$ cat src/rtl/uevc_map.svh
`ifndef UEVC_MAP_SVH
`define UEVC_MAP_SVH

// ----------------------------------------------------------------
// register indexes on the plain register port
// ----------------------------------------------------------------
`define UEVC_ADDR_W            6
`define UEVC_REG_ERR_FLAGS     6'h00
`define UEVC_REG_ERR_ENABLES   6'h01
`define UEVC_REG_PWM_CTRL      6'h02
`define UEVC_EP_SEL_HI         5
`define UEVC_EP_SEL_LO         4
`define UEVC_EP_SEL_VAL        2'h1

// ----------------------------------------------------------------
// error flag and enable fields
// ----------------------------------------------------------------
`define UEVC_ERR_BIT_STUFF     7
`define UEVC_ERR_OVERRUN       5
`define UEVC_ERR_TIMEOUT       4
`define UEVC_ERR_PARTIAL       3
`define UEVC_ERR_DATA_CRC      2
`define UEVC_ERR_TOKEN_FRAME   1
`define UEVC_ERR_PID           0
`define UEVC_ERR_IMPL_MASK     8'hbf
`define UEVC_ERR_RESET         8'h00

// ----------------------------------------------------------------
// endpoint control fields
// ----------------------------------------------------------------
`define UEVC_EP_LOW_SPEED      7
`define UEVC_EP_RETRY_DIS      6
`define UEVC_EP_SETUP_BLOCK    4
`define UEVC_EP_RX_EN          3
`define UEVC_EP_TX_EN          2
`define UEVC_EP_STALLED        1
`define UEVC_EP_HSHK_EN        0
`define UEVC_EP0_HOST_MASK     8'hdf
`define UEVC_EP_MASK           8'h1f
`define UEVC_EP_RESET          8'h00

// ----------------------------------------------------------------
// vbus generator control fields
// ----------------------------------------------------------------
`define UEVC_PWM_GEN_EN        15
`define UEVC_PWM_POL           9
`define UEVC_PWM_CNT_EN        8
`define UEVC_PWM_RESET         1'b0

`endif

$ cat src/rtl/uevc_pkg.sv
`include "uevc_map.svh"

package uevc_pkg;

	// ------------------------------------------------------------
	// types
	// ------------------------------------------------------------
	typedef enum logic {
		ta_idle,
		ta_waiting
	} uevc_ta_state_t;

	// visible bits of one endpoint register
	function automatic logic [7:0] uevc_ep_view(input logic [3:0] idx,
	                                            input logic       host,
	                                            input logic [7:0] value);
		uevc_ep_view = (idx == 4'h0 && host) ?
		               (value & `UEVC_EP0_HOST_MASK) :
		               (value & `UEVC_EP_MASK);
	endfunction

endpackage

$ cat src/rtl/uevc_err_flags.sv
`timescale 1ns/1ns
`include "uevc_map.svh"

module uevc_err_flags (
	input  wire logic       clock,
	input  wire logic       resetn,
	input  wire logic [7:0] event_vec,
	input  wire logic       clear_wr,
	input  wire logic [7:0] clear_data,
	input  wire logic       enable_wr,
	input  wire logic [7:0] enable_data,
	output logic      [7:0] flags,
	output logic      [7:0] enables,
	output logic            summary
);

	logic [7:0] next_flags;
	logic [7:0] next_enables;
	logic [7:0] clear_mask;

	// write-one-to-clear, a new event beats the clear
	always_comb begin
		clear_mask   = clear_wr ? clear_data : 8'h00;
		next_flags   = ((flags & ~clear_mask) | event_vec) &
		               `UEVC_ERR_IMPL_MASK;
		next_enables = enable_wr ? (enable_data & `UEVC_ERR_IMPL_MASK) :
		               enables;
	end

	// flag storage
	always_ff @(posedge clock or negedge resetn) begin
		if (!resetn) begin
			flags <= `UEVC_ERR_RESET;
		end else begin
			flags <= next_flags;
		end
	end

	// enable storage
	always_ff @(posedge clock or negedge resetn) begin
		if (!resetn) begin
			enables <= `UEVC_ERR_RESET;
		end else begin
			enables <= next_enables;
		end
	end

	// unmasked error summary
	always_ff @(posedge clock or negedge resetn) begin
		if (!resetn) begin
			summary <= 1'b0;
		end else begin
			summary <= |(next_flags & next_enables);
		end
	end

endmodule

$ cat src/rtl/uevc_pwm.sv
`timescale 1ns/1ns

module uevc_pwm #(
	parameter int WIDTH = 16
) (
	input  wire logic             clock,
	input  wire logic             resetn,
	input  wire logic             gen_enable,
	input  wire logic             polarity,
	input  wire logic             counter_enable,
	input  wire logic [WIDTH-1:0] period,
	input  wire logic [WIDTH-1:0] duty,
	output logic                  pwm_out
);

	logic [WIDTH-1:0] count;

	// free counter, runs only while both enables are set
	always_ff @(posedge clock or negedge resetn) begin
		if (!resetn) begin
			count <= '0;
		end else if (!gen_enable) begin
			count <= '0;
		end else if (counter_enable) begin
			count <= (count >= period) ? '0 : count + 1'b1;
		end
	end

	// output, idle level given by polarity while off
	always_ff @(posedge clock or negedge resetn) begin
		if (!resetn) begin
			pwm_out <= 1'b0;
		end else if (!gen_enable) begin
			pwm_out <= polarity;
		end else if (counter_enable) begin
			pwm_out <= (count < duty) ^ polarity;
		end
	end

endmodule

$ cat src/rtl/uevc_top.sv
// The plain strobed port and the register addresses were left to the implementer.
`timescale 1ns/1ns
`include "uevc_map.svh"

//Function
// bit stuff error sets a sticky flag until software clears it.
// bytes beyond descriptor count raise overrun flag and are not stored.
// missing response within turnaround window sets timeout flag.
// data field not whole bytes sets partial byte flag.
// failed data CRC16 sets data checksum flag.
// device mode: bit 1 flags token rejected by CRC5 failure.
// host mode: bit 1 flags activity running past frame boundary.
// failed PID complement check sets packet id flag.
// writing one clears an error flag; software writes whole words.
// error enable register has one enable per flag, same positions.
// sixteen independent endpoint control registers, endpoints 0 to 15.
// endpoint 0 low speed bit enables direct low speed connection.
// endpoint 0 retry disable bit stops hardware NAK retry.
// low speed and retry bits exist only in endpoint 0, host mode.
// with tx and rx enabled, setup block bit forbids SETUP transfers.
// OUT accepted only with receive enable, IN sent only with transmit.
// each endpoint holds a stall status bit set on stall.
// handshakes sent only while handshake enable bit is set.
// generator disabled holds output at polarity idle level.
// polarity set: active low, idle high; clear: active high, idle low.
// PWM counter runs only while counter enable is set.
// unimplemented bits read zero and ignore writes.
// summary flag set only by an error flag whose enable is set.
// error flags latch regardless of their enable bits.
// output follows compare points only with generator and counter on.
module uevc_top #(
	parameter int TURNAROUND_CYCLES = 16,
	parameter int BYTE_COUNT_W      = 10,
	parameter int PWM_W             = 16
) (
	input  wire logic                    clock,
	input  wire logic                    resetn,
	input  wire logic [`UEVC_ADDR_W-1:0] reg_addr,
	input  wire logic [15:0]             reg_wdata,
	input  wire logic                    reg_write,
	input  wire logic                    reg_read,
	output logic      [15:0]             reg_rdata,
	input  wire logic                    host_mode,
	input  wire logic                    bit_stuff_event,
	input  wire logic                    partial_byte_event,
	input  wire logic                    data_checksum_event,
	input  wire logic                    token_checksum_event,
	input  wire logic                    packet_id_event,
	input  wire logic                    frame_boundary,
	input  wire logic                    bus_active,
	input  wire logic                    response_expected,
	input  wire logic                    response_start,
	input  wire logic                    rx_packet_start,
	input  wire logic                    rx_byte_valid,
	input  wire logic [7:0]              rx_byte,
	input  wire logic [BYTE_COUNT_W-1:0] bd_byte_count,
	output logic                         rx_store_valid,
	output logic      [7:0]              rx_store_byte,
	input  wire logic                    token_valid,
	input  wire logic [3:0]              token_ep,
	input  wire logic                    stall_event,
	input  wire logic [3:0]              stall_ep,
	output logic                         ep_out_accept,
	output logic                         ep_in_send,
	output logic                         ep_setup_accept,
	output logic                         ep_handshake_send,
	output logic                         low_speed_direct,
	output logic                         nak_retry_enable,
	input  wire logic [PWM_W-1:0]        pwm_period,
	input  wire logic [PWM_W-1:0]        pwm_duty,
	output logic                         vbus_pwm_out,
	output logic                         usb_error_summary_flag
);

	// ------------------------------------------------------------
	// declarations
	// ------------------------------------------------------------
	localparam int TA_W = $clog2(TURNAROUND_CYCLES + 1);
	localparam logic [TA_W-1:0] TA_LAST =
		TA_W'(TURNAROUND_CYCLES - 1);

	logic [7:0]              ep_regs [16];
	logic [7:0]              err_flags;
	logic [7:0]              err_enables;
	logic [7:0]              err_events;
	logic                    vbus_gen_enable;
	logic                    vbus_gen_polarity;
	logic                    vbus_counter_enable;
	logic                    ep_sel;
	logic [3:0]              ep_idx;
	logic                    wr_flags;
	logic                    wr_enables;
	logic                    overrun_event;
	logic                    timeout_event;
	logic                    frame_event;
	logic [BYTE_COUNT_W-1:0] rx_count;
	logic [TA_W-1:0]         ta_count;
	logic [7:0]              token_view;
	logic [7:0]              ep0_view;
	logic [15:0]             next_rdata;
	uevc_pkg::uevc_ta_state_t ta_state;

	// ------------------------------------------------------------
	// address decode
	// ------------------------------------------------------------

	// endpoint window and single-register strobes
	assign ep_sel     = (reg_addr[`UEVC_EP_SEL_HI:`UEVC_EP_SEL_LO] ==
	                     `UEVC_EP_SEL_VAL);
	assign ep_idx     = reg_addr[3:0];
	assign wr_flags   = reg_write && (reg_addr == `UEVC_REG_ERR_FLAGS);
	assign wr_enables = reg_write && (reg_addr == `UEVC_REG_ERR_ENABLES);

	// ------------------------------------------------------------
	// error events
	// ------------------------------------------------------------

	// frame overrun: bus still busy when the frame boundary arrives
	assign frame_event = host_mode && frame_boundary && bus_active;

	// gather the event pulses into flag positions
	always_comb begin
		err_events = 8'h00;
		err_events[`UEVC_ERR_BIT_STUFF]   = bit_stuff_event;
		err_events[`UEVC_ERR_OVERRUN]     = overrun_event;
		err_events[`UEVC_ERR_TIMEOUT]     = timeout_event;
		err_events[`UEVC_ERR_PARTIAL]     = partial_byte_event;
		err_events[`UEVC_ERR_DATA_CRC]    = data_checksum_event;
		err_events[`UEVC_ERR_TOKEN_FRAME] = host_mode ? frame_event :
		                 token_checksum_event;
		err_events[`UEVC_ERR_PID]         = packet_id_event;
	end

	// sticky flags, enables and summary
	uevc_err_flags u_err_flags (
		.clock       (clock),
		.resetn      (resetn),
		.event_vec   (err_events),
		.clear_wr    (wr_flags),
		.clear_data  (reg_wdata[7:0]),
		.enable_wr   (wr_enables),
		.enable_data (reg_wdata[7:0]),
		.flags       (err_flags),
		.enables     (err_enables),
		.summary     (usb_error_summary_flag)
	);

	// ------------------------------------------------------------
	// receive truncation against the descriptor byte count
	// ------------------------------------------------------------

	// bytes taken in the current packet
	always_ff @(posedge clock or negedge resetn) begin
		if (!resetn) begin
			rx_count <= '0;
		end else if (rx_packet_start) begin
			rx_count <= '0;
		end else if (rx_byte_valid && rx_count < bd_byte_count) begin
			rx_count <= rx_count + 1'b1;
		end
	end

	// store stroke only while room remains, excess raises overrun
	always_ff @(posedge clock or negedge resetn) begin
		if (!resetn) begin
			rx_store_valid <= 1'b0;
			rx_store_byte  <= 8'h00;
			overrun_event  <= 1'b0;
		end else begin
			rx_store_valid <= rx_byte_valid && !rx_packet_start &&
			                  (rx_count < bd_byte_count);
			overrun_event  <= rx_byte_valid && !rx_packet_start &&
			                  (rx_count >= bd_byte_count);
			if (rx_byte_valid) begin
				rx_store_byte <= rx_byte;
			end
		end
	end

	// ------------------------------------------------------------
	// bus turnaround watchdog
	// ------------------------------------------------------------

	// wait for the response to begin, flag it if the window runs out
	always_ff @(posedge clock or negedge resetn) begin
		if (!resetn) begin
			ta_state      <= uevc_pkg::ta_idle;
			ta_count      <= '0;
			timeout_event <= 1'b0;
		end else begin
			timeout_event <= 1'b0;
			unique case (ta_state)
				uevc_pkg::ta_idle: begin
					ta_count <= '0;
					if (response_expected) begin
						ta_state <= uevc_pkg::ta_waiting;
					end
				end
				uevc_pkg::ta_waiting: begin
					if (response_start) begin
						ta_state <= uevc_pkg::ta_idle;
					end else if (ta_count == TA_LAST) begin
						timeout_event <= 1'b1;
						ta_state      <= uevc_pkg::ta_idle;
					end else begin
						ta_count <= ta_count + 1'b1;
					end
				end
			endcase
		end
	end

	// ------------------------------------------------------------
	// endpoint control registers
	// ------------------------------------------------------------

	// one register per endpoint, stall from the engine beats a write
	always_ff @(posedge clock or negedge resetn) begin
		if (!resetn) begin
			for (int i = 0; i < 16; i++) begin
				ep_regs[i] <= `UEVC_EP_RESET;
			end
		end else begin
			for (int i = 0; i < 16; i++) begin
				if (reg_write && ep_sel && ep_idx == 4'(i)) begin
					ep_regs[i] <= reg_wdata[7:0] & ((i == 0) ?
					              `UEVC_EP0_HOST_MASK :
					              `UEVC_EP_MASK);
				end
				if (stall_event && stall_ep == 4'(i)) begin
					ep_regs[i][`UEVC_EP_STALLED] <= 1'b1;
				end
			end
		end
	end

	// views of the addressed endpoint and of endpoint zero
	assign token_view = uevc_pkg::uevc_ep_view(token_ep, host_mode,
	                                            ep_regs[token_ep]);
	assign ep0_view   = uevc_pkg::uevc_ep_view(4'h0, host_mode,
	                                            ep_regs[0]);

	// per-token permissions, held until the next token
	always_ff @(posedge clock or negedge resetn) begin
		if (!resetn) begin
			ep_out_accept     <= 1'b0;
			ep_in_send        <= 1'b0;
			ep_setup_accept   <= 1'b0;
			ep_handshake_send <= 1'b0;
		end else if (token_valid) begin
			ep_out_accept     <= token_view[`UEVC_EP_RX_EN];
			ep_in_send        <= token_view[`UEVC_EP_TX_EN];
			ep_setup_accept   <= token_view[`UEVC_EP_RX_EN] &&
			                     token_view[`UEVC_EP_TX_EN] &&
			                     !token_view[`UEVC_EP_SETUP_BLOCK];
			ep_handshake_send <= token_view[`UEVC_EP_HSHK_EN];
		end
	end

	// endpoint zero host controls
	always_ff @(posedge clock or negedge resetn) begin
		if (!resetn) begin
			low_speed_direct <= 1'b0;
			nak_retry_enable <= 1'b0;
		end else begin
			low_speed_direct <= ep0_view[`UEVC_EP_LOW_SPEED];
			nak_retry_enable <= host_mode &&
			                    !ep0_view[`UEVC_EP_RETRY_DIS];
		end
	end

	// ------------------------------------------------------------
	// vbus generator control
	// ------------------------------------------------------------

	// control bits, only the implemented three are stored
	always_ff @(posedge clock or negedge resetn) begin
		if (!resetn) begin
			vbus_gen_enable     <= `UEVC_PWM_RESET;
			vbus_gen_polarity   <= `UEVC_PWM_RESET;
			vbus_counter_enable <= `UEVC_PWM_RESET;
		end else if (reg_write && reg_addr == `UEVC_REG_PWM_CTRL) begin
			vbus_gen_enable     <= reg_wdata[`UEVC_PWM_GEN_EN];
			vbus_gen_polarity   <= reg_wdata[`UEVC_PWM_POL];
			vbus_counter_enable <= reg_wdata[`UEVC_PWM_CNT_EN];
		end
	end

	// the generator itself
	uevc_pwm #(
		.WIDTH (PWM_W)
	) u_pwm (
		.clock          (clock),
		.resetn         (resetn),
		.gen_enable     (vbus_gen_enable),
		.polarity       (vbus_gen_polarity),
		.counter_enable (vbus_counter_enable),
		.period         (pwm_period),
		.duty           (pwm_duty),
		.pwm_out        (vbus_pwm_out)
	);

	// ------------------------------------------------------------
	// read path
	// ------------------------------------------------------------

	// select the addressed register, unmapped reads give zero
	always_comb begin
		next_rdata = 16'h0000;
		if (reg_read) begin
			if (ep_sel) begin
				next_rdata[7:0] = uevc_pkg::uevc_ep_view(ep_idx,
				                  host_mode, ep_regs[ep_idx]);
			end else if (reg_addr == `UEVC_REG_ERR_FLAGS) begin
				next_rdata[7:0] = err_flags;
			end else if (reg_addr == `UEVC_REG_ERR_ENABLES) begin
				next_rdata[7:0] = err_enables;
			end else if (reg_addr == `UEVC_REG_PWM_CTRL) begin
				next_rdata[`UEVC_PWM_GEN_EN] = vbus_gen_enable;
				next_rdata[`UEVC_PWM_POL]    = vbus_gen_polarity;
				next_rdata[`UEVC_PWM_CNT_EN] = vbus_counter_enable;
			end
		end
	end

	// read data stands in the cycle after the strobe only
	always_ff @(posedge clock or negedge resetn) begin
		if (!resetn) begin
			reg_rdata <= 16'h0000;
		end else begin
			reg_rdata <= next_rdata;
		end
	end

endmodule

$ cat config.mk
export PLATFORM = sky130hd
export DESIGN_NAME = uevc_top
export DESIGN_NICKNAME = d
export VERILOG_FILES = /design/src/rtl/uevc_pkg.sv /design/src/rtl/uevc_err_flags.sv /design/src/rtl/uevc_pwm.sv /design/src/rtl/uevc_top.sv
export VERILOG_INCLUDE_DIRS = /design/src /design/src/rtl
export SDC_FILE = /design/constraint.sdc
export NUM_CORES = 1
export LEC_CHECK = 0
export ABC_AREA = 1
export BUFFER_PORTS_ARGS = -buffer_cell sky130_fd_sc_hd__buf_2
export CORE_UTILIZATION = 45
export DETAILED_ROUTE_END_ITERATION = 12
export PLACE_DENSITY = 0.74
export SYNTH_ARGS = -nofsm -noshare
export SYNTH_HDL_FRONTEND = slang
export SYNTH_SLANG_ARGS = --single-unit
$ cat constraint.sdc
create_clock -name clock -period 1.8 [get_ports clock]
set_input_delay 0 -clock clock [delete_from_list [all_inputs] [get_ports clock]]
set_output_delay 0 -clock clock [all_outputs]
set_load 0.005 [all_outputs]
==> impl_metrics.json <==
{
  "status": "completed",
  "maxSlewViolCount": 0,
  "worst_slew_pin_slew_ns": 0.508,
  "rr_startpoint": "rx_count[9]",
  "synthArstFlopShare": 1.00,
  "cts_root_buf": "clkbuf_16",
  "path_max_fanout": 3,
  "r2r_end": "rx_count[2]",
  "yosys.area.top_type_share": 0.446,
  "synth_cells": 1152,
  "synth-edff-count": 0,
  "switchingPower_uw": 2910,
  "grt_pass1_vias": 8184,
  "skew_ns": 0.00829,
  "pre_cts_slack_ns": 0.0174,
  "power_density_nw_per_um2": 902,
  "start_util": 0.461,
  "clock_latency_ns": 0.44,
  "crit_type": "reg2reg",
  "clkSinkCount": 161,
  "rr_worst_depth": 9,
  "p_clk_frac": 0.391,
  "setup_viol": 0,
  "synth_top_flop_cell": "dfrtp_1",
  "hold_depth": 5,
  "die_y_um": 144,
  "yosysMostFrequentCell": "nand2_1",
  "power.total_uw": 10400,
  "post_synth.cell_area_avg_um2": 7.84,
  "coreArea_um2": 19600,
  "cts_tree": "yes",
  "setup_slack_ns": 0.0923,
  "dp_cells": 1556,
  "worstHoldPathType": "in2reg",
  "avgViaCountPerCell": 5.25,
  "worstPathRequired_ns": 2.16,
  "min_period_over_period": 0.949,
  "arrival_ns": 2.07,
  "vdd_drop_max_uv": 764,
  "antenna_left": 0,
  "layout.cells.non_filler": 1641,
  "synth_area_um2": 9030,
  "row_count": 51,
  "nets": 1506,
  "synth_common_cells": "258 x nand2_1, 161 x dfrtp_1, 139 x inv_1",
  "drt_wl_total_mm": 24.4,
  "clkTransAtPathRegs_ns": 0.06,
  "first_pass_iters": 7,
  "grt_max_degree": 46,
  "dr.first_iter.drc_count": 720,
  "critPathBufInv": 1,
  "vias": 8622,
  "min-delay-start": "token_ep[3]",
  "grt_first_pass_wirelength_mm": 39.6,
  "grt_usage": 0.248,
  "p_sw_frac": 0.280,
  "globalplace.congestion": 0.901,
  "clockBufferDepth": 2,
  "wl_per_cell_um": 14.9,
  "path_delay_family": "simple AND/OR/NAND/NOR gates",
  "synth_warnings": 0,
  "synth_cell_types": 37,
  "io_pins": 131,
  "synth_seq_cells": 161,
  "yosys.area.top_type": "dfrtp_1",
  "startpoint_type": "register",
  "power.share.sequential": 0.425,
  "drc": 0,
  "final_layout_size_suffix_gt1_frac": 0.174,
  "ys_seq_area_frac": 0.446,
  "slew_headroom": 0.661,
  "r2r_slack_ns": 0.09,
  "crit_path_end_kind": "register",
  "crit_chain": "ha_1 > nand2_1 > o21ai_1 > a21oi_2 > nand3_2 > nor2_2 > buf_4 > nand2_1 > o21ai_1",
  "hold_path_end": "ep_setup_accept",
  "maxCapViolations": 0,
  "area_growth_pct": 27.4,
  "overflow": 0,
  "utilization": 0.587,
  "power.leakage_uw": 0.00576,
  "max_stage_delay_ns": 0.38,
  "synth_top_cells_by_area": "dfrtp_1 45%, nand2_1 11%, o21ai_0 7.5%",
  "cts-buffers-inserted": 17,
  "fin_crit_ns": 1.71,
  "place_hpwl_mm": 17.2,
  "crit_slowest_cell": "dfrtp_1",
  "htreeDepth": 4,
  "hold_viol_final": 0,
  "die-width_um": 144,
  "die_area_um2": 20600,
  "power.internal_uw": 7470,
  "numPortBuffers": 120,
  "combPwrFrac": 0.184,
  "fmax_ghz": 0.586,
  "crit_start": "rx_count[9]",
  "cp.depth": 9,
  "grt_antenna_before_repair": 1
}
==> sequential cells by signal (all words and copies together) (netlist names), 5 cells and up <==
register,cells
ep_regs,82
reg_rdata,11
ta_count,5
rx_count,10
u_err_flags.flags,7
u_pwm.count,16
u_err_flags.enables,7
rx_store_byte,8
==> routing by layer <==
layer	routed length, um	GRT usage
met1	10700	0.326
met2	11500	0.404
met3	1540	0.0447
met4	625	0.100
met5	0	0
==> cell usage in the layout (no fill, tap or decap), drive strengths merged, types with 45 or more instances in the layout <==
cell type,Yosys,final
nor2,110,110
dlygate4sd3,0,53
ha,45,45
nand2,262,262
buf,15,173
dfrtp,161,161
nand3,62,62
o22ai,45,45
o21ai,148,148
inv,141,144
==> how the worst max path moves through the flow <==
stage / to / slack (ns)
4_1_cts: ep_regs[121] / 0.005
5_1_grt: rx_count[2] / -0.05
6_report: rx_count[2] / 0.09
3_5_place_dp: rx_count[3] / 0.02
2_1_floorplan: u_pwm.count[1] / 0.01
3_3_place_gp: rx_count[4] / 0.11
==> power by group through the flow <==
stage / Sequential [uW] / Clock [uW] / Combinational, uW
after floorplan: 4400 / 0 / 1130
after global placement: 4440 / 0 / 1710
after detailed placement: 4450 / 0 / 1780
after CTS: 4390 / 4110 / 1890
after global routing: 4460 / 4260 / 2210
final: 4410 / 4060 / 1910
==> tightest hold or removal path, delay by kind of cell <==
| kind | cells | cell delay [ns] |
|---|---|---|
| buf+inv | 1 | 0.14 |
| compound gates | 1 | 0.07 |
| simple gates | 3 | 0.20 |
==> stage by stage <==
stage               hold slack (ns)  area (um2)  TNS, ns
floorplan                    -0.296        9040        0
global placement            -0.0327       10300        0
detailed placement          -0.0344       10300        0
CTS                         0.00576       11500        0
global route                 0.0338       11500   -0.126
finish                       0.0178       11500        0
==> layout make-up <==
class                   count  area, um2
clock buffers              20        457
clock inverters            11        201
flip-flops and latches    161       4030
diodes                      1       2.50
well taps                 265        332
fillers                  1762       8090
repair buffers            226       1600
multi-input cells         806       4320
inverters                 151        567
==> what timing repair did <==
item                       4_1_cts  5_1_grt
hold buffers                    53        0
pin swaps                        0        5
setup endpoints to repair        1       27
resized for setup                1       19
hold endpoints to repair       240        0
setup buffers                    0        0
==> kinds of logic after synthesis <==
logic type	share of synthesized area
adder cells (fa/ha/maj)	0.0624
flip-flops	0.446
AND/OR/NAND/NOR	0.222
AO/OA/AOI/OAI	0.160
multiplexers	0.0112
other	0.000415
XOR/XNOR	0.0155
buffers and inverters	0.0827
Note: power is estimated with default switching activity, not from simulation.
